## src/cscto_params.svh

```systemverilog
// constants of the clock supervision and test-out block: offsets, fields, codes
// assumes a 32-bit register port with byte addresses in steps of four
`ifndef CSCTO_PARAMS_SVH
`define CSCTO_PARAMS_SVH

// ==========================================================
// register offsets
`define CSC_OFF_TEST 8'h00
`define CSC_OFF_STAT 8'h04
`define CSC_OFF_C1_CTRL 8'h08
`define CSC_OFF_C1_SEED0 8'h0C
`define CSC_OFF_C1_SEED1 8'h10
`define CSC_OFF_C1_WIN 8'h14
`define CSC_OFF_C2_CTRL 8'h18
`define CSC_OFF_C2_SEED0 8'h1C
`define CSC_OFF_C2_SEED1 8'h20
`define CSC_OFF_C2_WIN 8'h24

// ==========================================================
// fields
`define CSC_TEST_EXT 4:0
`define CSC_TEST_TIM 11:8
`define CSC_TEST_PRE 19:16
`define CSC_TEST_EN 24
`define CSC_TEST_MASK 32'h010F_0F1F
`define CSC_ST_OSC 0
`define CSC_ST_ERR1 1
`define CSC_ST_ERR2 2
`define CSC_ST_LIMP 3
`define CSC_ST_BUSY1 8
`define CSC_ST_BUSY2 9
`define CSC_CTRL_KEY 3:0
`define CSC_CTRL_SRC0 11:8
`define CSC_CTRL_SRC1 19:16
`define CSC_CTRL_START 24
`define CSC_SEED 19:0
`define CSC_CNT_W 20
`define CSC_RST_WIN 20'h0_0010
`define CSC_MON_WIN 64

// ==========================================================
// synchronised source indices
`define CSC_NSRC 20
`define CSC_I_OSC 0
`define CSC_I_PLL 1
`define CSC_I_EXT1 2
`define CSC_I_EXT2 3
`define CSC_I_LF 4
`define CSC_I_HF 5
`define CSC_I_CPU 6
`define CSC_I_RTI 7
`define CSC_I_VA1 8
`define CSC_I_VA2 9
`define CSC_I_HCLK 10
`define CSC_I_PERIPH_CLOCK 11
`define CSC_I_PERIPH_CLOCK_TWO 12
`define CSC_I_PERIPH_CLOCK_FOUR 13
`define CSC_I_TCK 14
`define CSC_I_T1P31 15
`define CSC_I_T2P0 16
`define CSC_I_OSCV 17
`define CSC_I_PLLV 18
`define CSC_I_HFV 19

// ==========================================================
// select codes
`define CSC_E_OSC 5'h00
`define CSC_E_PLL 5'h01
`define CSC_E_EXT1 5'h03
`define CSC_E_LF 5'h04
`define CSC_E_HF 5'h05
`define CSC_E_EXT2 5'h07
`define CSC_E_CPU 5'h08
`define CSC_E_RTI 5'h09
`define CSC_E_VA1 5'h0B
`define CSC_E_VA2 5'h0C
`define CSC_E_HCLK 5'h11
`define CSC_E_PERIPH_CLOCK 5'h12
`define CSC_E_PERIPH_CLOCK_TWO 5'h13
`define CSC_E_PERIPH_CLOCK_FOUR 5'h15
`define CSC_T_OSCV 4'h0
`define CSC_T_PLLV 4'h1
`define CSC_T_RES 4'h2
`define CSC_T_HFV 4'h5
`define CSC_T_LF 4'h8
`define CSC_T_OSCV9 4'h9
`define CSC_T_OSCVA 4'hA
`define CSC_T_OSCVB 4'hB
`define CSC_T_OSCVC 4'hC
`define CSC_T_OSCVF 4'hF
`define CSC_KEY 4'hA
`define CSC_C0_HF 4'h5
`define CSC_C0_TCK 4'hA
`define CSC_C1_PLL 4'h0
`define CSC_C1_LF 4'h2
`define CSC_C1_HF 4'h3
`define CSC_C1_EXT1 4'h5
`define CSC_C1_EXT2 4'h6
`define CSC_C1_PERIPH_CLOCK_MIN 4'h8

`endif

```

## src/cscto_pkg.sv

```systemverilog
// types of the clock supervision and test-out block
// assumes cscto_params.svh is on the include path
`default_nettype none
`include "cscto_params.svh"

package cscto_pkg;

	// ==========================================================
	// types
	typedef logic [`CSC_NSRC-1:0] cscto_src_t;

	typedef enum logic [1:0] {
		CSCTO_IDLE = 2'b00,
		CSCTO_COUNT = 2'b01,
		CSCTO_WINDOW = 2'b10
	} cscto_cmp_st_t;

	typedef struct packed {
		logic [3:0] key;
		logic [3:0] src0;
		logic [3:0] src1;
		logic [`CSC_CNT_W-1:0] seed0;
		logic [`CSC_CNT_W-1:0] seed1;
		logic [`CSC_CNT_W-1:0] win;
	} cscto_cmp_cfg_t;

	typedef struct packed {
		cscto_cmp_st_t st;
		logic [`CSC_CNT_W-1:0] cnt0;
		logic [`CSC_CNT_W-1:0] cnt1;
		logic [`CSC_CNT_W-1:0] wcnt;
		logic done;
		logic err;
	} cscto_cmp_state_t;

	typedef struct packed {
		cscto_src_t s1;
		cscto_src_t s2;
		cscto_src_t s3;
		logic [31:0] test;
		cscto_cmp_cfg_t [1:0] cfg;
		logic [1:0] start;
		logic flag_a;
		logic [1:0] cmp_err;
		logic [11:0] hf_cnt;
		logic [11:0] osc_cnt;
		logic [3:0] pre_cnt;
		logic ext_div;
		logic ext_pin;
		logic tim_pin;
		logic dom_clk;
		logic [31:0] rdata;
	} cscto_state_t;

endpackage
`default_nettype wire

```

## src/cscto_comparator.sv

```systemverilog
// one dual clock comparator: reference counter, test counter, counting window
// assumes edge pulses already synchronised to clk_in, one cycle each
`timescale 1ns/1ns
`default_nettype none
`include "cscto_params.svh"

module cscto_comparator
	import cscto_pkg::*;
(
	input wire logic clk_in,
	input wire logic resetn_in,
	input wire logic start_in,
	input wire logic ref_edge_in,
	input wire logic test_edge_in,
	input wire cscto_cmp_cfg_t cfg_in,
	output logic busy_out,
	output logic window_out,
	output logic done_out,
	output logic error_out
);

	cscto_cmp_state_t s;
	cscto_cmp_state_t next_s;

	// true when a decrement brings the counter to zero, or when the counter is already zero
	function automatic logic f_last(input logic [`CSC_CNT_W-1:0] c);
		return c <= `CSC_CNT_W'(1);
	endfunction

	// ==========================================================
	// counting state machine
	always_comb
	begin
		next_s = s;
		next_s.done = 1'b0;
		next_s.err = 1'b0;
		unique case (s.st)
			CSCTO_IDLE:
			begin
			end
			CSCTO_COUNT:
			begin
				if (ref_edge_in)
				begin
					next_s.cnt0 = s.cnt0 - `CSC_CNT_W'(1);
					if (f_last(s.cnt0))
					begin
						next_s.st = CSCTO_WINDOW;
						next_s.wcnt = cfg_in.win;
					end
				end
				if (test_edge_in)
				begin
					next_s.cnt1 = s.cnt1 - `CSC_CNT_W'(1);
					if (f_last(s.cnt1))
					begin
						next_s.done = 1'b1;
						next_s.err = 1'b1; // too fast: zero before the window
						next_s.st = CSCTO_IDLE;
					end
				end
			end
			CSCTO_WINDOW:
			begin
				if (test_edge_in && f_last(s.cnt1))
				begin
					next_s.cnt1 = '0;
					next_s.done = 1'b1;
					next_s.st = CSCTO_IDLE;
				end
				else
				begin
					if (test_edge_in)
						next_s.cnt1 = s.cnt1 - `CSC_CNT_W'(1);
					if (ref_edge_in)
					begin
						next_s.wcnt = s.wcnt - `CSC_CNT_W'(1);
						if (f_last(s.wcnt))
						begin
							next_s.err = 1'b1; // window closed, counter 1 not zero
							next_s.st = CSCTO_IDLE;
						end
					end
				end
			end
			default:
			begin
				next_s.st = CSCTO_IDLE;
			end
		endcase
		// both counters load together, start wins over a running count
		if (start_in)
		begin
			next_s.st = CSCTO_COUNT;
			next_s.cnt0 = cfg_in.seed0;
			next_s.cnt1 = cfg_in.seed1;
		end
	end

	// state register
	always_ff @(posedge clk_in)
	begin
		if (!resetn_in)
			s <= '{st: CSCTO_IDLE, default: '0};
		else
			s <= next_s;
	end

	assign busy_out = (s.st != CSCTO_IDLE);
	assign window_out = (s.st == CSCTO_WINDOW);
	assign done_out = s.done;
	assign error_out = s.err;
endmodule
`default_nettype wire

```

## src/cscto_top.sv

```systemverilog
// clock supervision and test-out: test mux to two pins, oscillator monitor,
// two dual clock comparators, register port
// assumes all clock and status inputs are asynchronous to clk_in (50 MHz) and
// well below half its rate; plain register port, read data one cycle later
//
// Notes on behaviour
// - test mode routes selected signals to the clock pin and timer pin twelve
// - five-bit clock pin select picks sources; other codes are reserved
// - four-bit timer pin select picks valid flags or low oscillator clock
// - low and high internal oscillator clocks; high one is monitor and limp reference
// - oscillator out of window sets fail flag in global status bit 0
// - on failure, oscillator-sourced domains switch to the high internal oscillator
// - oscillator valid only strictly between quarter and four times reference
// - clock pin can drive a prescaled copy of the selected clock
// - comparator counts reference in counter 0, tested clock in counter 1
// - counter 0 reaching zero opens a fixed-width counting window; here its width comes from each comparator's WIN register
// - counter 1 reaching zero gives a one-cycle pulse
// - error when counter 1 does not reach zero inside the window
// - both counters start together; mismatch raises an error for the processor
// - comparator one counter 0: 5 high oscillator, A test clock, else oscillator
// - comparator one counter 1: timer pin 31 unless key A, then source table
// - comparator two counter 0: A test clock, else oscillator
// - comparator two counter 1: timer pin 0 unless key A; 8-F periph clock
`timescale 1ns/1ns
`default_nettype none
`include "cscto_params.svh"

module cscto_top
	import cscto_pkg::*;
#(
	parameter int MON_WIN = `CSC_MON_WIN
)
(
	input wire logic clk_in,
	input wire logic resetn_in,
	input wire logic [7:0] addr_in,
	input wire logic [31:0] wr_data_in,
	input wire logic wr_in,
	input wire logic rd_in,
	output logic [31:0] rd_data_out,
	input wire logic main_osc_input_in,
	input wire logic pll_clock_in,
	input wire logic ext_clock_in_one_in,
	input wire logic ext_clock_in_two_in,
	input wire logic low_freq_internal_osc_in,
	input wire logic high_freq_internal_osc_in,
	input wire logic cpu_clock_in,
	input wire logic os_timer_base_clock_in,
	input wire logic async_periph_clock_one_in,
	input wire logic async_periph_clock_two_in,
	input wire logic system_bus_clock_in,
	input wire logic periph_clock_in,
	input wire logic periph_clock_two_in,
	input wire logic periph_clock_four_in,
	input wire logic test_clock_in,
	input wire logic timer_one_pin_31_in,
	input wire logic timer_two_pin_0_in,
	input wire logic osc_valid_in,
	input wire logic pll_valid_in,
	input wire logic hf_osc_valid_in,
	output logic ext_clock_out_pin_out,
	output logic timer_pin_twelve_out,
	output logic limp_mode_out,
	output logic domain_clock_out,
	output logic [1:0] comparator_error_out
);

	localparam logic [11:0] MON_LAST = 12'(MON_WIN - 1);
	localparam logic [11:0] MON_LO = 12'(MON_WIN / 4);
	localparam logic [11:0] MON_HI = 12'(4 * MON_WIN);

	// elaboration check on the monitor window
	if (MON_WIN < 8 || (MON_WIN % 4) != 0 || 4 * MON_WIN > 4095)
		$error("MON_WIN must be a multiple of 4 between 8 and 1020");

	cscto_state_t s;
	cscto_state_t next_s;
	cscto_src_t raw;
	cscto_src_t rise;
	logic [1:0] c_ref;
	logic [1:0] c_test;
	logic [1:0] c_busy;
	logic [1:0] c_done;
	logic [1:0] c_err;
	logic fail_set;

	// ==========================================================
	// selection functions
	function automatic logic f_ext(input logic [4:0] sel, input cscto_src_t v);
		case (sel)
			`CSC_E_OSC: return v[`CSC_I_OSC];
			`CSC_E_PLL: return v[`CSC_I_PLL];
			`CSC_E_EXT1: return v[`CSC_I_EXT1];
			`CSC_E_LF: return v[`CSC_I_LF];
			`CSC_E_HF: return v[`CSC_I_HF];
			`CSC_E_EXT2: return v[`CSC_I_EXT2];
			`CSC_E_CPU: return v[`CSC_I_CPU];
			`CSC_E_RTI: return v[`CSC_I_RTI];
			`CSC_E_VA1: return v[`CSC_I_VA1];
			`CSC_E_VA2: return v[`CSC_I_VA2];
			`CSC_E_HCLK: return v[`CSC_I_HCLK];
			`CSC_E_PERIPH_CLOCK: return v[`CSC_I_PERIPH_CLOCK];
			`CSC_E_PERIPH_CLOCK_TWO: return v[`CSC_I_PERIPH_CLOCK_TWO];
			`CSC_E_PERIPH_CLOCK_FOUR: return v[`CSC_I_PERIPH_CLOCK_FOUR];
			default: return 1'b0; // reserved
		endcase
	endfunction

	function automatic logic f_tim(input logic [3:0] sel, input cscto_src_t v);
		case (sel)
			`CSC_T_OSCV, `CSC_T_OSCV9, `CSC_T_OSCVA, `CSC_T_OSCVB, `CSC_T_OSCVC,
			`CSC_T_OSCVF: return v[`CSC_I_OSCV];
			`CSC_T_PLLV: return v[`CSC_I_PLLV];
			`CSC_T_HFV: return v[`CSC_I_HFV];
			`CSC_T_LF: return v[`CSC_I_LF];
			default: return 1'b0; // reserved
		endcase
	endfunction

	// comparator one reference source
	function automatic logic f_c1_ref(input logic [3:0] sel, input cscto_src_t e);
		if (sel == `CSC_C0_HF)
			return e[`CSC_I_HF];
		if (sel == `CSC_C0_TCK)
			return e[`CSC_I_TCK];
		return e[`CSC_I_OSC];
	endfunction

	// comparator one source under
	function automatic logic f_c1_test(input logic [3:0] key, input logic [3:0] sel,
		input cscto_src_t e);
		if (key != `CSC_KEY)
			return e[`CSC_I_T1P31];
		case (sel)
			`CSC_C1_PLL: return e[`CSC_I_PLL];
			`CSC_C1_LF: return e[`CSC_I_LF];
			`CSC_C1_HF: return e[`CSC_I_HF];
			`CSC_C1_EXT1: return e[`CSC_I_EXT1];
			`CSC_C1_EXT2: return e[`CSC_I_EXT2];
			default: return (sel >= `CSC_C1_PERIPH_CLOCK_MIN) ? e[`CSC_I_PERIPH_CLOCK] : 1'b0;
		endcase
	endfunction

	// comparator two sources
	function automatic logic f_c2_ref(input logic [3:0] sel, input cscto_src_t e);
		return (sel == `CSC_C0_TCK) ? e[`CSC_I_TCK] : e[`CSC_I_OSC];
	endfunction

	function automatic logic f_c2_test(input logic [3:0] key, input logic [3:0] sel,
		input cscto_src_t e);
		if (key != `CSC_KEY)
			return e[`CSC_I_T2P0];
		return (sel >= `CSC_C1_PERIPH_CLOCK_MIN) ? e[`CSC_I_PERIPH_CLOCK] : 1'b0;
	endfunction

	// ==========================================================
	// raw source vector and rising edges after the synchroniser
	always_comb
	begin
		raw = '0;
		raw[`CSC_I_OSC] = main_osc_input_in;
		raw[`CSC_I_PLL] = pll_clock_in;
		raw[`CSC_I_EXT1] = ext_clock_in_one_in;
		raw[`CSC_I_EXT2] = ext_clock_in_two_in;
		raw[`CSC_I_LF] = low_freq_internal_osc_in;
		raw[`CSC_I_HF] = high_freq_internal_osc_in;
		raw[`CSC_I_CPU] = cpu_clock_in;
		raw[`CSC_I_RTI] = os_timer_base_clock_in;
		raw[`CSC_I_VA1] = async_periph_clock_one_in;
		raw[`CSC_I_VA2] = async_periph_clock_two_in;
		raw[`CSC_I_HCLK] = system_bus_clock_in;
		raw[`CSC_I_PERIPH_CLOCK] = periph_clock_in;
		raw[`CSC_I_PERIPH_CLOCK_TWO] = periph_clock_two_in;
		raw[`CSC_I_PERIPH_CLOCK_FOUR] = periph_clock_four_in;
		raw[`CSC_I_TCK] = test_clock_in;
		raw[`CSC_I_T1P31] = timer_one_pin_31_in;
		raw[`CSC_I_T2P0] = timer_two_pin_0_in;
		raw[`CSC_I_OSCV] = osc_valid_in;
		raw[`CSC_I_PLLV] = pll_valid_in;
		raw[`CSC_I_HFV] = hf_osc_valid_in;
	end

	assign rise = s.s2 & ~s.s3;

	// comparator source routing
	assign c_ref[0] = f_c1_ref(s.cfg[0].src0, rise);
	assign c_test[0] = f_c1_test(s.cfg[0].key, s.cfg[0].src1, rise);
	assign c_ref[1] = f_c2_ref(s.cfg[1].src0, rise);
	assign c_test[1] = f_c2_test(s.cfg[1].key, s.cfg[1].src1, rise);

	// ==========================================================
	// next state: registers, monitor, test outputs, read data
	always_comb
	begin
		next_s = s;
		fail_set = 1'b0;
		next_s.s1 = raw;
		next_s.s2 = s.s1;
		next_s.s3 = s.s2;
		next_s.start = '0;
		next_s.rdata = '0;
		if (wr_in)
		begin
			case (addr_in)
				`CSC_OFF_TEST: next_s.test = wr_data_in & `CSC_TEST_MASK;
				`CSC_OFF_C1_CTRL, `CSC_OFF_C2_CTRL:
				begin
					next_s.cfg[addr_in == `CSC_OFF_C2_CTRL].key = wr_data_in[`CSC_CTRL_KEY];
					next_s.cfg[addr_in == `CSC_OFF_C2_CTRL].src0 = wr_data_in[`CSC_CTRL_SRC0];
					next_s.cfg[addr_in == `CSC_OFF_C2_CTRL].src1 = wr_data_in[`CSC_CTRL_SRC1];
					next_s.start[addr_in == `CSC_OFF_C2_CTRL] = wr_data_in[`CSC_CTRL_START];
				end
				`CSC_OFF_C1_SEED0: next_s.cfg[0].seed0 = wr_data_in[`CSC_SEED];
				`CSC_OFF_C1_SEED1: next_s.cfg[0].seed1 = wr_data_in[`CSC_SEED];
				`CSC_OFF_C1_WIN: next_s.cfg[0].win = wr_data_in[`CSC_SEED];
				`CSC_OFF_C2_SEED0: next_s.cfg[1].seed0 = wr_data_in[`CSC_SEED];
				`CSC_OFF_C2_SEED1: next_s.cfg[1].seed1 = wr_data_in[`CSC_SEED];
				`CSC_OFF_C2_WIN: next_s.cfg[1].win = wr_data_in[`CSC_SEED];
				default:
				begin
				end
			endcase
		end
		// oscillator monitor: oscillator edges over MON_WIN reference edges
		if (rise[`CSC_I_HF] && s.hf_cnt == MON_LAST)
		begin
			fail_set = (s.osc_cnt <= MON_LO); // too slow
			next_s.hf_cnt = '0;
			next_s.osc_cnt = '0;
		end
		else if (rise[`CSC_I_OSC] && s.osc_cnt == MON_HI - 12'h001)
		begin
			fail_set = 1'b1; // too fast
			next_s.hf_cnt = '0;
			next_s.osc_cnt = '0;
		end
		else
		begin
			if (rise[`CSC_I_HF])
				next_s.hf_cnt = s.hf_cnt + 12'h001;
			if (rise[`CSC_I_OSC])
				next_s.osc_cnt = s.osc_cnt + 12'h001;
		end
		// sticky flags, a new event wins over a clear in the same cycle
		next_s.flag_a = fail_set | (s.flag_a &
			~(wr_in && addr_in == `CSC_OFF_STAT && wr_data_in[`CSC_ST_OSC]));
		next_s.cmp_err[0] = c_err[0] | (s.cmp_err[0] &
			~(wr_in && addr_in == `CSC_OFF_STAT && wr_data_in[`CSC_ST_ERR1]));
		next_s.cmp_err[1] = c_err[1] | (s.cmp_err[1] &
			~(wr_in && addr_in == `CSC_OFF_STAT && wr_data_in[`CSC_ST_ERR2]));
		// limp clock replaces the oscillator for its domains
		next_s.dom_clk = s.flag_a ? s.s2[`CSC_I_HF] : s.s2[`CSC_I_OSC];
		// prescaler: divide by twice the field value, zero passes straight
		if (f_ext(s.test[`CSC_TEST_EXT], rise))
		begin
			if (s.pre_cnt + 4'h1 >= s.test[`CSC_TEST_PRE])
			begin
				next_s.pre_cnt = '0;
				next_s.ext_div = ~s.ext_div;
			end
			else
				next_s.pre_cnt = s.pre_cnt + 4'h1;
		end
		// test pins low outside clock test mode
		next_s.ext_pin = 1'b0;
		next_s.tim_pin = 1'b0;
		if (s.test[`CSC_TEST_EN])
		begin
			next_s.ext_pin = (s.test[`CSC_TEST_PRE] == 4'h0) ?
				f_ext(s.test[`CSC_TEST_EXT], s.s2) : s.ext_div;
			next_s.tim_pin = f_tim(s.test[`CSC_TEST_TIM], s.s2);
		end
		// read data, zero for unmapped offsets
		if (rd_in)
		begin
			case (addr_in)
				`CSC_OFF_TEST: next_s.rdata = s.test;
				`CSC_OFF_STAT:
				begin
					next_s.rdata[`CSC_ST_OSC] = s.flag_a;
					next_s.rdata[`CSC_ST_ERR1] = s.cmp_err[0];
					next_s.rdata[`CSC_ST_ERR2] = s.cmp_err[1];
					next_s.rdata[`CSC_ST_LIMP] = s.flag_a;
					next_s.rdata[`CSC_ST_BUSY1] = c_busy[0];
					next_s.rdata[`CSC_ST_BUSY2] = c_busy[1];
				end
				`CSC_OFF_C1_CTRL, `CSC_OFF_C2_CTRL:
				begin
					next_s.rdata[`CSC_CTRL_KEY] = s.cfg[addr_in == `CSC_OFF_C2_CTRL].key;
					next_s.rdata[`CSC_CTRL_SRC0] = s.cfg[addr_in == `CSC_OFF_C2_CTRL].src0;
					next_s.rdata[`CSC_CTRL_SRC1] = s.cfg[addr_in == `CSC_OFF_C2_CTRL].src1;
				end
				`CSC_OFF_C1_SEED0: next_s.rdata[`CSC_SEED] = s.cfg[0].seed0;
				`CSC_OFF_C1_SEED1: next_s.rdata[`CSC_SEED] = s.cfg[0].seed1;
				`CSC_OFF_C1_WIN: next_s.rdata[`CSC_SEED] = s.cfg[0].win;
				`CSC_OFF_C2_SEED0: next_s.rdata[`CSC_SEED] = s.cfg[1].seed0;
				`CSC_OFF_C2_SEED1: next_s.rdata[`CSC_SEED] = s.cfg[1].seed1;
				`CSC_OFF_C2_WIN: next_s.rdata[`CSC_SEED] = s.cfg[1].win;
				default: next_s.rdata = '0;
			endcase
		end
	end

	// state register
	always_ff @(posedge clk_in)
	begin
		if (!resetn_in)
		begin
			s <= '0;
			s.cfg[0].win <= `CSC_RST_WIN;
			s.cfg[1].win <= `CSC_RST_WIN;
		end
		else
			s <= next_s;
	end

	// ==========================================================
	// the two comparators
	for (genvar g = 0; g < 2; g++)
	begin : g_cmp
		cscto_comparator u_cmp (
			.clk_in(clk_in),
			.resetn_in(resetn_in),
			.start_in(s.start[g]),
			.ref_edge_in(c_ref[g]),
			.test_edge_in(c_test[g]),
			.cfg_in(s.cfg[g]),
			.busy_out(c_busy[g]),
			.window_out(),
			.done_out(c_done[g]),
			.error_out(c_err[g])
		);
	end

	// outputs
	assign rd_data_out = s.rdata;
	assign ext_clock_out_pin_out = s.ext_pin;
	assign timer_pin_twelve_out = s.tim_pin;
	assign limp_mode_out = s.flag_a;
	assign domain_clock_out = s.dom_clk;
	assign comparator_error_out = s.cmp_err;
endmodule
`default_nettype wire

```

## config.mk

```make
export PLATFORM = sky130hd
export DESIGN_NAME = cscto_top
export DESIGN_NICKNAME = d
export VERILOG_FILES = /design/src/cscto_pkg.sv /design/src/cscto_comparator.sv /design/src/cscto_top.sv
export VERILOG_INCLUDE_DIRS = /design/src
export SDC_FILE = /design/constraint.sdc
export NUM_CORES = 1
export LEC_CHECK = 0
export CAP_MARGIN = 20
export CORE_ASPECT_RATIO = 0.9
export CORE_UTILIZATION = 40
export DETAILED_ROUTE_END_ITERATION = 8
export DONT_BUFFER_PORTS = 1
export PLACE_DENSITY_LB_ADDON = 0.12
export SYNTH_ARGS = -nofsm -noshare
export SYNTH_HDL_FRONTEND = slang
export SYNTH_SLANG_ARGS = --single-unit
export TNS_END_PERCENT = 10
```

## constraint.sdc

```tcl
create_clock -name clk_in -period 3.1 [get_ports clk_in]
set_input_delay 0.155 -clock clk_in [delete_from_list [all_inputs] [get_ports clk_in]]
set_output_delay 0.155 -clock clk_in [all_outputs]
set_load 0.05 [all_outputs]
```

* Word level (Yosys, flattened, before mapping)
Cells that the tools add are included.
Word-level totals: register bits 399, input bits 64, output and inout bits 38
Cells by class: add/subtract/negate cells 9, $lt $le $gt $ge 12, eq/ne operators 63, multiplexer cells 96, bitwise gates (word level) 16, reductions and logical operators 58
Operators with widths (count):
- bitwise mux 144 bit | 3
- two-way mux 20 bit | 14
- case mux 20 bit (2 select lines) | 6
- demux 72 bit (select 1 bit) | 3
- two-way mux 72 bit | 3
- case mux 42 bit (2 select lines) | 2
- less-or-equal comparator 20 x 1 -> 1 bit (second input constant) | 6
- subtractor 20 x 1 -> 20 bit (second input constant) | 6
- two-way mux 41 bit | 2
- two-way mux 68 bit | 1
- two-way mux 64 bit | 1
- two-way mux 22 bit | 2
- case mux 4 bit (9 select lines) | 1
- == test 4 bit (second input constant) | 8
- == test 8 x 5 -> 1 bit (second input constant) | 4
- two-way mux 2 bit | 16
- case mux 4 bit (8 select lines) | 1
- two-way mux 1 bit | 29
- case mux 1 bit (14 select lines) | 2
- case mux 4 bit (7 select lines) | 1
- nonzero test 2 bit | 14
- AND reduction 2 bit | 13
- adder 12 x 1 -> 12 bit (second input constant) | 2
- case mux 4 bit (6 select lines) | 1
- other kinds (51) | 113

* Logic depth before layout (Yosys ltp)
Gate-level depths: netlist (run 1).
depth in word-level cells 11, depth in mapped cells 11, depth with buffers taken out 8

* Hierarchy
Synthesis (run 1) repeated with hierarchy kept, for this count alone.
Unflattened totals: cells, all modules 2390, area, all modules 19932.9 sq um
Modules (own cells, without submodules):
- cscto_top | times used 1, cells an instance 1369, area each 11845.1 sq um
- cscto_comparator at g_cmp[1].u_cmp | times used 1, cells an instance 519, area each 4093.9 sq um
- cscto_comparator at g_cmp[0].u_cmp | times used 1, cells an instance 502, area each 3993.8 sq um

* Worst setup path after synthesis (run 1)
Ideal clock, no wire load.
path kind register -> register, from register g_cmp[0].u_cmp.s[22] (netlist name), to register g_cmp[0].u_cmp.s[15] (netlist name), library setup time 0.120 ns, arrival time 2.173 ns, data required time 2.980 ns, setup slack 0.807 ns, stages on the path, launching flop included 10, clock period less this slack 2.293 ns, path through dfxtp_1 -> inv_1 -> ha_1 -> nor2_1 -> nand4b_2 -> or4_4 -> a31oi_4 -> nor2_4 -> buf_6 -> a211o_1
Between the ends: cells in the longest elaborated chain, start to end 4
Ends and longest elaborated chain:
- start: declaration | RTL line cscto_comparator.sv:22 | cscto_cmp_state_t s;
- start signal: assignment | RTL line cscto_comparator.sv:106 | s <= next_s;
- less-or-equal comparator 20 x 1 -> 1 bit | RTL line cscto_comparator.sv:27 | return c <= `CSC_CNT_W'(1);
- logical AND 1 bit | RTL line cscto_comparator.sv:65 | if (test_edge_in && f_last(s.cnt1))
- inequality test 2 bit (no line)
- AND reduction 5 bit (no line)
No other way between the ends. A chain may end at the register's enable or synchronous reset.

* Worst setup path in the final report (run 1)
from register g_cmp[0].u_cmp.s[57] (netlist name), to register g_cmp[0].u_cmp.s[10] (netlist name)
Between the ends: cells in the longest elaborated chain, start to end 3
Ends and longest elaborated chain (RTL line):
- less-or-equal comparator 20 x 1 -> 1 bit | cscto_comparator.sv:27
- inequality test 2 x 1 -> 1 bit (no line)
- AND reduction 5 bit (no line)
No other way between the ends.

==> flow_summary.html, run 1 <==
<table>
<tr><th>Metric</th><th>Value</th></tr>
<tr><th colspan="2">Cells and area</th></tr>
<tr><td>Layout-stage area growth over the synthesis result</td><td>11.7%</td></tr>
<tr><td>Fraction of final layout cells sized beyond drive strength 1</td><td>under 10%</td></tr>
<tr><td>Nets</td><td>roughly 2400</td></tr>
<tr><th colspan="2">Worst setup path</th></tr>
<tr><td>Critical Path, Cell by Cell</td><td>or4_1, nor4_1, o2111a_1, o21ai_4, nor2_4, o221a_1</td></tr>
<tr><td>Crit Path Category</td><td>flop to flop</td></tr>
<tr><td>CP startpoint kind</td><td>flop</td></tr>
<tr><td>Biggest cell delay along the critical path</td><td>0.61 ns</td></tr>
<tr><td>Slowest CP cell</td><td>sky130_fd_sc_hd__o2111a_1</td></tr>
<tr><td>Critical path data required time</td><td>between 3 and 4 ns</td></tr>
<tr><td>Buffer and inverter count on the worst path</td><td>0</td></tr>
<tr><td>CP Capture Type</td><td>flop</td></tr>
<tr><td>Data arrival at the endpoint of the critical path</td><td>~3.4 ns</td></tr>
<tr><td>Critical Path Fanout Max</td><td>13</td></tr>
<tr><td>CP top delay family</td><td>simple AND/OR/NAND/NOR gates</td></tr>
<tr><th colspan="2">Floorplanning</th></tr>
<tr><td>Initial core utilization</td><td>between 40% and 50%</td></tr>
<tr><td>Die area</td><td>approximately 0.050 mm2</td></tr>
<tr><td>Row count</td><td>76</td></tr>
<tr><td>Ports placed on the boundary</td><td>102</td></tr>
<tr><td>Vertical die dimension</td><td>212 um</td></tr>
<tr><td>Horiz. Die Dim</td><td>about 230 um</td></tr>
<tr><td>Core Box Area</td><td>slightly below 0.05 mm2</td></tr>
<tr><th colspan="2">Run</th></tr>
<tr><td>Max cap viols</td><td>0</td></tr>
<tr><th colspan="2">Yosys</th></tr>
<tr><td>Simple-gate share of the synthesized area</td><td>about a quarter</td></tr>
<tr><td>Synth top cells by count</td><td>399 x sky130_fd_sc_hd__dfxtp_1, 367 x sky130_fd_sc_hd__nand2_1, 246 x sky130_fd_sc_hd__a21oi_1</td></tr>
<tr><td>Average size of a mapped cell</td><td>8.32 um2</td></tr>
<tr><td>Total of warnings raised by yosys</td><td>0</td></tr>
<tr><td>Number of storage elements in the synthesis netlist</td><td>approximately 400</td></tr>
<tr><td>Synthesized instance count</td><td>around 2300</td></tr>
<tr><td>Parity-gate share of the synthesized area counting xor and xnor cells</td><td>around 3.7%</td></tr>
<tr><td>Compound-gate portion of the synthesized area</td><td>approximately a fifth</td></tr>
<tr><td>Share of synthesized area occupied by flip-flops and latches</td><td>around two fifths</td></tr>
<tr><td>Dominant cell by count in the synthesized netlist</td><td>sky130_fd_sc_hd__dfxtp_1</td></tr>
<tr><td>Main flop type after synthesis</td><td>sky130_fd_sc_hd__dfxtp_1</td></tr>
<tr><td>Yosys top cell area share</td><td>40.9%</td></tr>
<tr><td>Arithmetic-cell share of the synthesized area counting full adders, half adders and majority gates</td><td>between 1.5 and 2%</td></tr>
<tr><td>Main area contributors after synthesis</td><td>sky130_fd_sc_hd__dfxtp_1 41%, sky130_fd_sc_hd__nand2_1 7.1%, sky130_fd_sc_hd__a21oi_1 6.3%</td></tr>
<tr><td>Synth area leader</td><td>sky130_fd_sc_hd__dfxtp_1</td></tr>
<tr><td>Dominant combinational cell family by area after synthesis</td><td>simple AND/OR/NAND/NOR gates</td></tr>
<tr><td>Number of distinct standard cells referenced by the synthesized netlist</td><td>between 90 and 100</td></tr>
<tr><td>Synth Cell Area</td><td>a little under 0.02 mm2</td></tr>
<tr><td>Async SR Flop Fraction</td><td>0%</td></tr>
<tr><td>Number of enable flip-flop cells after synthesis</td><td>0</td></tr>
<tr><td>Mux cell area share after synthesis</td><td>~4.4%</td></tr>
<tr><th colspan="2">Timing</th></tr>
<tr><td>Worst hold slack</td><td>0.0209 ns</td></tr>
<tr><td>Final Max Slew Viols</td><td>0</td></tr>
<tr><td>Clock period minus final worst setup slack</td><td>approximately 2.9 ns</td></tr>
<tr><td>Share of the cycle needed by the critical path after routing</td><td>between 90 and 100%</td></tr>
<tr><td>Setup repair after global routing missed its margin</td><td>no</td></tr>
<tr><td>Post-route clock skew</td><td>roughly 0.024 ns</td></tr>
<tr><td>Worst slew margin relative to its limit</td><td>between 30% and 40%</td></tr>
<tr><td># setup viols final</td><td>0</td></tr>
<tr><td>Number of hold violations in the final report</td><td>0</td></tr>
<tr><td>Maximum clock rate</td><td>roughly 0.35 GHz</td></tr>
<tr><td>Final sum of negative setup slack</td><td>0 ns</td></tr>
<tr><td>Least-Margin Pin Slew</td><td>~1.0 ns</td></tr>
<tr><th colspan="2">Detailed routing</th></tr>
<tr><td>Number of iterations in the first detailed-routing pass</td><td>8</td></tr>
<tr><td>Vias after detailed routing</td><td>between 15000 and 20000</td></tr>
<tr><td>DRC violation count after routing</td><td>0</td></tr>
<tr><td>WL final</td><td>just under 70000 um</td></tr>
<tr><td>Via-to-Cell Ratio</td><td>a little under 6</td></tr>
<tr><td>Drt first-iter violations</td><td>~1800</td></tr>
<tr><td>Final antenna-violating net count</td><td>0</td></tr>
<tr><td>Final routed wire length divided by cell count</td><td>22.8 um</td></tr>
<tr><th colspan="2">GRT</th></tr>
<tr><td>Number of antenna violations at the first check in global routing</td><td>5</td></tr>
<tr><td>Pin count of the biggest net entering global routing</td><td>around 130</td></tr>
<tr><td>Global-route usage over all layers</td><td>around a quarter</td></tr>
<tr><td>Number of global-route vias before repair</td><td>around 16000</td></tr>
<tr><td>Total overflow reported by the global router</td><td>0</td></tr>
<tr><td>First-pass GRT wire length</td><td>101000 um</td></tr>
<tr><th colspan="2">Clock network</th></tr>
<tr><td>Clock Sink Count</td><td>399</td></tr>
<tr><td>Count of instances resized after the clock tree is built</td><td>0</td></tr>
<tr><td>Max H-tree Level</td><td>2</td></tr>
<tr><td>Worst-case clock buffer depth</td><td>3</td></tr>
<tr><td>Total CTS buffers</td><td>46</td></tr>
<tr><td>CTS tree</td><td>built</td></tr>
<tr><td>Clk slew on worst S/H paths</td><td>0.06 ns</td></tr>
<tr><td>Buffer type at the clock tree root</td><td>sky130_fd_sc_hd__clkbuf_16</td></tr>
<tr><td>Clock insertion delay at the later pin of the skew report</td><td>~0.58 ns</td></tr>
<tr><td>Hold buffer count at CTS</td><td>between 40 and 50</td></tr>
<tr><td>Setup repair bufs after CTS</td><td>0</td></tr>
<tr><th colspan="2">Placed design</th></tr>
<tr><td>Quantity of I/O buffers inserted on ports</td><td>0</td></tr>
<tr><td>RD Place Congestion</td><td>just over 0.9</td></tr>
<tr><td>Post-DP HPWL</td><td>between 40000 and 50000 um</td></tr>
<tr><th colspan="2">Pwr</th></tr>
<tr><td>Max rail drop VDD</td><td>437 uV</td></tr>
<tr><td>Power per standard cell area</td><td>517 mW/mm2</td></tr>
<tr><td>Leak</td><td>about 0.0076 uW</td></tr>
<tr><th colspan="2">Outcome</th></tr>
<tr><td>Outcome</td><td>complete, no violations</td></tr>
<tr><th colspan="2">Min path</th></tr>
<tr><td>Worst hold path class</td><td>primary input to flop</td></tr>
</table>
==> final cells by class <==
type	instances	area, um2
Multi-Input combinational cell	1711	10500
Antenna cell	4	10.0
Timing Repair Buffer	92	841
Inverter	40	158
Tap cell	624	781
Clock inverter	16	220
Fill cell	4726	26200
Clock buffer	66	1340
Sequential cell	399	7990
==> logic make-up after synthesis <==
group           Yosys count
compound gates          597
fa+ha+maj                26
xor+xnor                 83
simple gates            920
other cells               1
mux                      74
buf+inv                 245
flops                   399
==> stage by stage <==
stage          util, %  setup slack, ns  power (uW)  cell area (um2)  std cells
2_1_floorplan        -            0.807        5580            19500       2355
3_3_place_gp      41.1            0.403        5580            19700       2818
3_5_place_dp      41.1            0.347        5580            19700       2818
4_1_cts           45.3            0.315       11400            21800       2948
5_1_grt           45.4            0.193       11600            21800       2950
6_report          45.4            0.226       11300            21800       2952
==> per-layer routing <==
metal	routed length, um	share of wire (%)	GRT usage [%]
met5	39	0.058	0
met3	5890	8.8	6.64
met1	30600	46	37.4
met4	2520	3.7	10.8
met2	28200	42	38.7
==> power by group <==
group	switching [uW]	internal (uW)
Combinational	306	135
Clock	2220	3400
Sequential	23.5	5170
Total	2550	8710
==> worst register-to-register path: stages (launching register included) <==
cell                       delay [ns]
sky130_fd_sc_hd__dfxtp_1         0.34
sky130_fd_sc_hd__or4_1           0.58
sky130_fd_sc_hd__nor4_1          0.43
sky130_fd_sc_hd__o2111a_1        0.61
sky130_fd_sc_hd__o21ai_4         0.19
sky130_fd_sc_hd__nor2_4          0.40
sky130_fd_sc_hd__o221a_1         0.25
==> cells in the final DEF (no fill, tap or decap), types with 19 or more instances in the layout <==
cell type / instances
sky130_fd_sc_hd__mux2i_1: 50
sky130_fd_sc_hd__a222oi_1: 20
sky130_fd_sc_hd__buf_4: 43
sky130_fd_sc_hd__a21oi_1: 246
sky130_fd_sc_hd__dfxtp_1: 399
sky130_fd_sc_hd__or3_1: 21
sky130_fd_sc_hd__nor3_1: 47
sky130_fd_sc_hd__nor2_1: 148
sky130_fd_sc_hd__and2_1: 68
sky130_fd_sc_hd__xnor2_1: 53
sky130_fd_sc_hd__o21ai_0: 89
sky130_fd_sc_hd__a211oi_1: 21
sky130_fd_sc_hd__nand2_1: 367
sky130_fd_sc_hd__ha_1: 26
sky130_fd_sc_hd__nand3_1: 61
sky130_fd_sc_hd__nand4_1: 28
sky130_fd_sc_hd__or4_1: 26
sky130_fd_sc_hd__dlygate4sd3_1: 47
sky130_fd_sc_hd__xor2_1: 30
sky130_fd_sc_hd__clkbuf_16: 46
sky130_fd_sc_hd__a22oi_1: 24
sky130_fd_sc_hd__nor4_1: 41
sky130_fd_sc_hd__o22ai_1: 19
sky130_fd_sc_hd__inv_1: 39
==> final timing paths <==
kind | start | to | slack, ns | cells past startpoint
min reg2reg | next_s[270] | next_s[250] | 0.43 | 1
max reg2reg | g_cmp[0].u_cmp.s[57] | g_cmp[0].u_cmp.s[10] | 0.23 | 6
max | g_cmp[0].u_cmp.s[57] | g_cmp[0].u_cmp.s[10] | 0.23 | 6
min | resetn_in | s[73] | 0.02 | 2
==> state kept, by name, summed over array words and instances, names as in the netlist, 2 cells and up <==
| name | cells |
|---|---|
| s | 206 |
| g_cmp.u_cmp.s | 124 |
| comparator_error_out | 2 |
| rd_data_out | 21 |
| next_s | 40 |
| g_cmp.u_cmp.error_out | 2 |
Power figures use the tool's default switching activity.
==> run 2: changes to the inputs <==
Settings changed: GPL_TIMING_DRIVEN set to 0.
==> run 2 against run 1 <==
Effect of this change:
- maximum frequency down 4.2%
- sequential share of layout area decreased by 0.95 points
- first-iteration DRC count up 38%
- clock skew rose by 0.0011 ns
- combinational power grew 29%
- via count rose by 8.1%
- largest power group unchanged
==> flow_summary.html, run 2 (synthesis gave the netlist of run 1 again) <==
<table>
<tr><th>Metric</th><th>Value</th></tr>
<tr><th colspan="2">GRT</th></tr>
<tr><td>Pin count of the biggest net entering global routing</td><td>14</td></tr>
<tr><td>Met3 routing resource usage after global routing</td><td>8.10%</td></tr>
<tr><td>Number of antenna violations at the first check in global routing</td><td>6</td></tr>
<tr><td>Global-route usage over all layers</td><td>31.1%</td></tr>
<tr><td>First-pass GRT wire length</td><td>approximately 110000 um</td></tr>
<tr><td>Global routing met1 resource utilization</td><td>44.1%</td></tr>
<tr><td>Total overflow reported by the global router</td><td>0</td></tr>
<tr><td>Global routing's busiest layer</td><td>met2</td></tr>
<tr><td>Number of global-route vias before repair</td><td>between 15000 and 20000</td></tr>
<tr><td>Met2 track demand over resource in global routing</td><td>a little under half</td></tr>
<tr><th colspan="2">Floorplanning</th></tr>
<tr><td>Ports placed on the boundary</td><td>about 100</td></tr>
<tr><td>Row count</td><td>76</td></tr>
<tr><td>Core Box Area</td><td>0.0480 mm2</td></tr>
<tr><td>Die area</td><td>slightly below 0.05 mm2</td></tr>
<tr><td>Horiz. Die Dim</td><td>around 230 um</td></tr>
<tr><td>Vertical die dimension</td><td>212 um</td></tr>
<tr><td>Initial core utilization</td><td>between 40% and 50%</td></tr>
<tr><th colspan="2">Min path</th></tr>
<tr><td>Hold path endpoint</td><td>comparator_error_out[0]</td></tr>
<tr><td>Beginning of the worst hold path</td><td>addr_in[6]</td></tr>
<tr><td>Worst hold path cell count</td><td>5</td></tr>
<tr><td>Worst hold path class</td><td>primary input to flop</td></tr>
<tr><th colspan="2">Worst setup path</th></tr>
<tr><td>Data arrival at the endpoint of the critical path</td><td>between 3 and 4 ns</td></tr>
<tr><td>CP startpoint kind</td><td>flop</td></tr>
<tr><td>Critical Path Fanout Max</td><td>10</td></tr>
<tr><td>RR Endpoint</td><td>g_cmp[0].u_cmp.s[24]</td></tr>
<tr><td>Worst reg2reg setup slack</td><td>0.1 ns</td></tr>
<tr><td>Critical Path, Cell by Cell</td><td>nand4bb_1, mux2i_2, o21a_1, clkbuf_1, buf_2, nor4b_1, o21ai_0, a21oi_1</td></tr>
<tr><td>Crit Path Category</td><td>flop to flop</td></tr>
<tr><td>Launch instance of the worst register-to-register path</td><td>s[139]</td></tr>
<tr><td>Critical path data required time</td><td>between 3 and 4 ns</td></tr>
<tr><td>Biggest cell delay along the critical path</td><td>~0.60 ns</td></tr>
<tr><td>CP Capture Type</td><td>flop</td></tr>
<tr><td>Slowest CP cell</td><td>sky130_fd_sc_hd__mux2i_2</td></tr>
<tr><td>Depth of the worst register-to-register path</td><td>8</td></tr>
<tr><th colspan="2">Placed design</th></tr>
<tr><td>Quantity of I/O buffers inserted on ports</td><td>0</td></tr>
<tr><td>RD Place Congestion</td><td>between 1 and 1.5</td></tr>
<tr><td>Total instance count after detailed placement</td><td>2983</td></tr>
<tr><td>Post-DP HPWL</td><td>58100 um</td></tr>
<tr><td>Placed cell area</td><td>just over 0.02 mm2</td></tr>
<tr><th colspan="2">Clock network</th></tr>
<tr><td>CTS tree</td><td>built</td></tr>
<tr><td>Clock Sink Count</td><td>~400</td></tr>
<tr><td>Worst-case clock buffer depth</td><td>3</td></tr>
<tr><td>Clk slew on worst S/H paths</td><td>roughly 0.070 ns</td></tr>
<tr><td>Clock insertion delay at the later pin of the skew report</td><td>0.60 ns</td></tr>
<tr><td>Max H-tree Level</td><td>2</td></tr>
<tr><td>Total CTS buffers</td><td>45</td></tr>
<tr><td>Buffer type at the clock tree root</td><td>sky130_fd_sc_hd__clkbuf_16</td></tr>
<tr><td>Setup repair bufs after CTS</td><td>0</td></tr>
<tr><th colspan="2">Pwr</th></tr>
<tr><td>Reg power frac</td><td>between 40% and 50%</td></tr>
<tr><td>Power share of the clock group</td><td>50.1%</td></tr>
<tr><td>Power per standard cell area</td><td>516 mW/mm2</td></tr>
<tr><td>Leak</td><td>0.00788 uW</td></tr>
<tr><td>Sw Pwr</td><td>roughly 2700 uW</td></tr>
<tr><td>Max rail drop VDD</td><td>371 uV</td></tr>
<tr><td>Fraction of power spent switching nets</td><td>between 20% and 30%</td></tr>
<tr><td>Combinational share of power</td><td>roughly 4.9%</td></tr>
<tr><td>Design internal power</td><td>roughly 9000 uW</td></tr>
<tr><th colspan="2">Cells and area</th></tr>
<tr><td>Post-route cell area</td><td>between 0.02 and 0.025 mm2</td></tr>
<tr><td>Flip-flop count of the largest register, all copies and words added</td><td>between 200 and 250</td></tr>
<tr><td>Final core occ</td><td>between 40% and 50%</td></tr>
<tr><td>Fraction of final layout cells sized beyond drive strength 1</td><td>8.09%</td></tr>
<tr><td>Nets</td><td>between 2000 and 3000</td></tr>
<tr><td>Most common cell after layout, fill and taps aside</td><td>sky130_fd_sc_hd__dfxtp_1</td></tr>
<tr><td>Layout-stage area growth over the synthesis result</td><td>14.6%</td></tr>
<tr><td>Number of filler cells placed in the layout</td><td>4714</td></tr>
<tr><td>Most flops, register</td><td>s</td></tr>
<tr><td>Number of standard cells in the layout, taps in and fillers out</td><td>3102</td></tr>
<tr><td>Commonest cells after routing, fill and taps aside</td><td>399 x sky130_fd_sc_hd__dfxtp_1, 367 x sky130_fd_sc_hd__nand2_1, 245 x sky130_fd_sc_hd__a21oi_1</td></tr>
<tr><th colspan="2">Detailed routing</th></tr>
<tr><td>Final routed wire length divided by cell count</td><td>approximately 25 um</td></tr>
<tr><td>Vias after detailed routing</td><td>between 15000 and 20000</td></tr>
<tr><td>DRC violation count after routing</td><td>0</td></tr>
<tr><td>Drt first-iter violations</td><td>around 2500</td></tr>
<tr><td>Number of iterations in the first detailed-routing pass</td><td>8</td></tr>
<tr><td>Final antenna-violating net count</td><td>0</td></tr>
<tr><td>WL final</td><td>~80000 um</td></tr>
<tr><td>Via-to-Cell Ratio</td><td>just over 6</td></tr>
<tr><th colspan="2">Timing</th></tr>
<tr><td>Share of the cycle needed by the critical path after routing</td><td>roughly 97%</td></tr>
<tr><td>Final sum of negative setup slack</td><td>0 ns</td></tr>
<tr><td>Least-Margin Pin Slew</td><td>between 1 and 1.5 ns</td></tr>
<tr><td>Post-route clock skew</td><td>between 0.02 and 0.025 ns</td></tr>
<tr><td># setup viols final</td><td>0</td></tr>
<tr><td>Number of hold violations in the final report</td><td>0</td></tr>
<tr><td>Final Max Slew Viols</td><td>0</td></tr>
<tr><td>Clock period minus final worst setup slack</td><td>roughly 3.0 ns</td></tr>
<tr><td>Maximum clock rate</td><td>0.333 GHz</td></tr>
<tr><td>Worst slew margin relative to its limit</td><td>between 10% and 20%</td></tr>
<tr><th colspan="2">Run</th></tr>
<tr><td>Max cap viols</td><td>0</td></tr>
<tr><th colspan="2">Outcome</th></tr>
<tr><td>Outcome</td><td>complete, no violations</td></tr>
</table>
## run 2: critical path, delay by kind of cell (launching register included)
family          cells  cell delay [ns]
compound gates      3             0.52
flops               1             0.33
simple gates        2             0.54
mux                 1             0.60
buf+inv             2             0.80
## run 2: per-layer routing
layer | part of all wire [%] | wire (um) | up-vias
li1 | - | - | 8588
met1 | 44 | 34400 | 9133
met5 | 0.034 | 27 | -
met4 | 3.4 | 2640 | 4
met3 | 12 | 9240 | 157
met2 | 41 | 32300 | 1002
## run 2: worst max-delay path by stage
stage,start,endpoint,slack (ns),cells after the start
2_1_floorplan,g_cmp[0].u_cmp.s[22],g_cmp[0].u_cmp.s[15],0.81,9
4_1_cts,s[131],g_cmp[0].u_cmp.s[34],0.02,6
3_3_place_gp,s[212],g_cmp[1].u_cmp.s[35],-0.13,6
3_5_place_dp,s[131],g_cmp[0].u_cmp.s[34],0.06,6
5_1_grt,s[139],g_cmp[0].u_cmp.s[24],-0.006,8
6_report,s[139],g_cmp[0].u_cmp.s[24],0.1,8
## run 2: power groups by stage
| stage | Combinational, uW | Sequential (uW) | Clock [uW] |
|---|---|---|---|
| 5_1_grt | 585 | 5190 | 6070 |
| 6_report | 570 | 5190 | 5780 |
| 3_3_place_gp | 472 | 5300 | 0 |
| 2_1_floorplan | 286 | 5290 | 0 |
| 3_5_place_dp | 486 | 5300 | 0 |
| 4_1_cts | 543 | 5190 | 5850 |
## run 2: through the flow
step,setup slack (ns),power [uW],hold slack [ns]
after CTS,0.0227,11600,0.0690
after floorplan,0.807,5580,0.279
after global routing,-0.00564,11800,0.121
final,0.0988,11500,0.0917
after global placement,-0.127,5770,0.287
after detailed placement,0.0636,5790,0.287
## run 2: layout make-up
type / instances / area (um2) / share of cell area (%)
plain buffers: 205 / 968 / 4.33
well taps: 624 / 781 / 3.49
repair buffers: 37 / 413 / 1.85
diodes: 5 / 12.5 / 0.0559
inverters: 40 / 150 / 0.671
clock buffers: 62 / 1280 / 5.73
clock inverters: 19 / 302 / 1.35
flip-flops and latches: 399 / 7990 / 35.7
multi-input cells: 1711 / 10500 / 46.8
## run 2: timing repair
action	CTS	global route
endpoints found under the setup margin	0	32
gates resized for setup	0	5
hold buffers	32	0
endpoints found under the hold margin	77	0
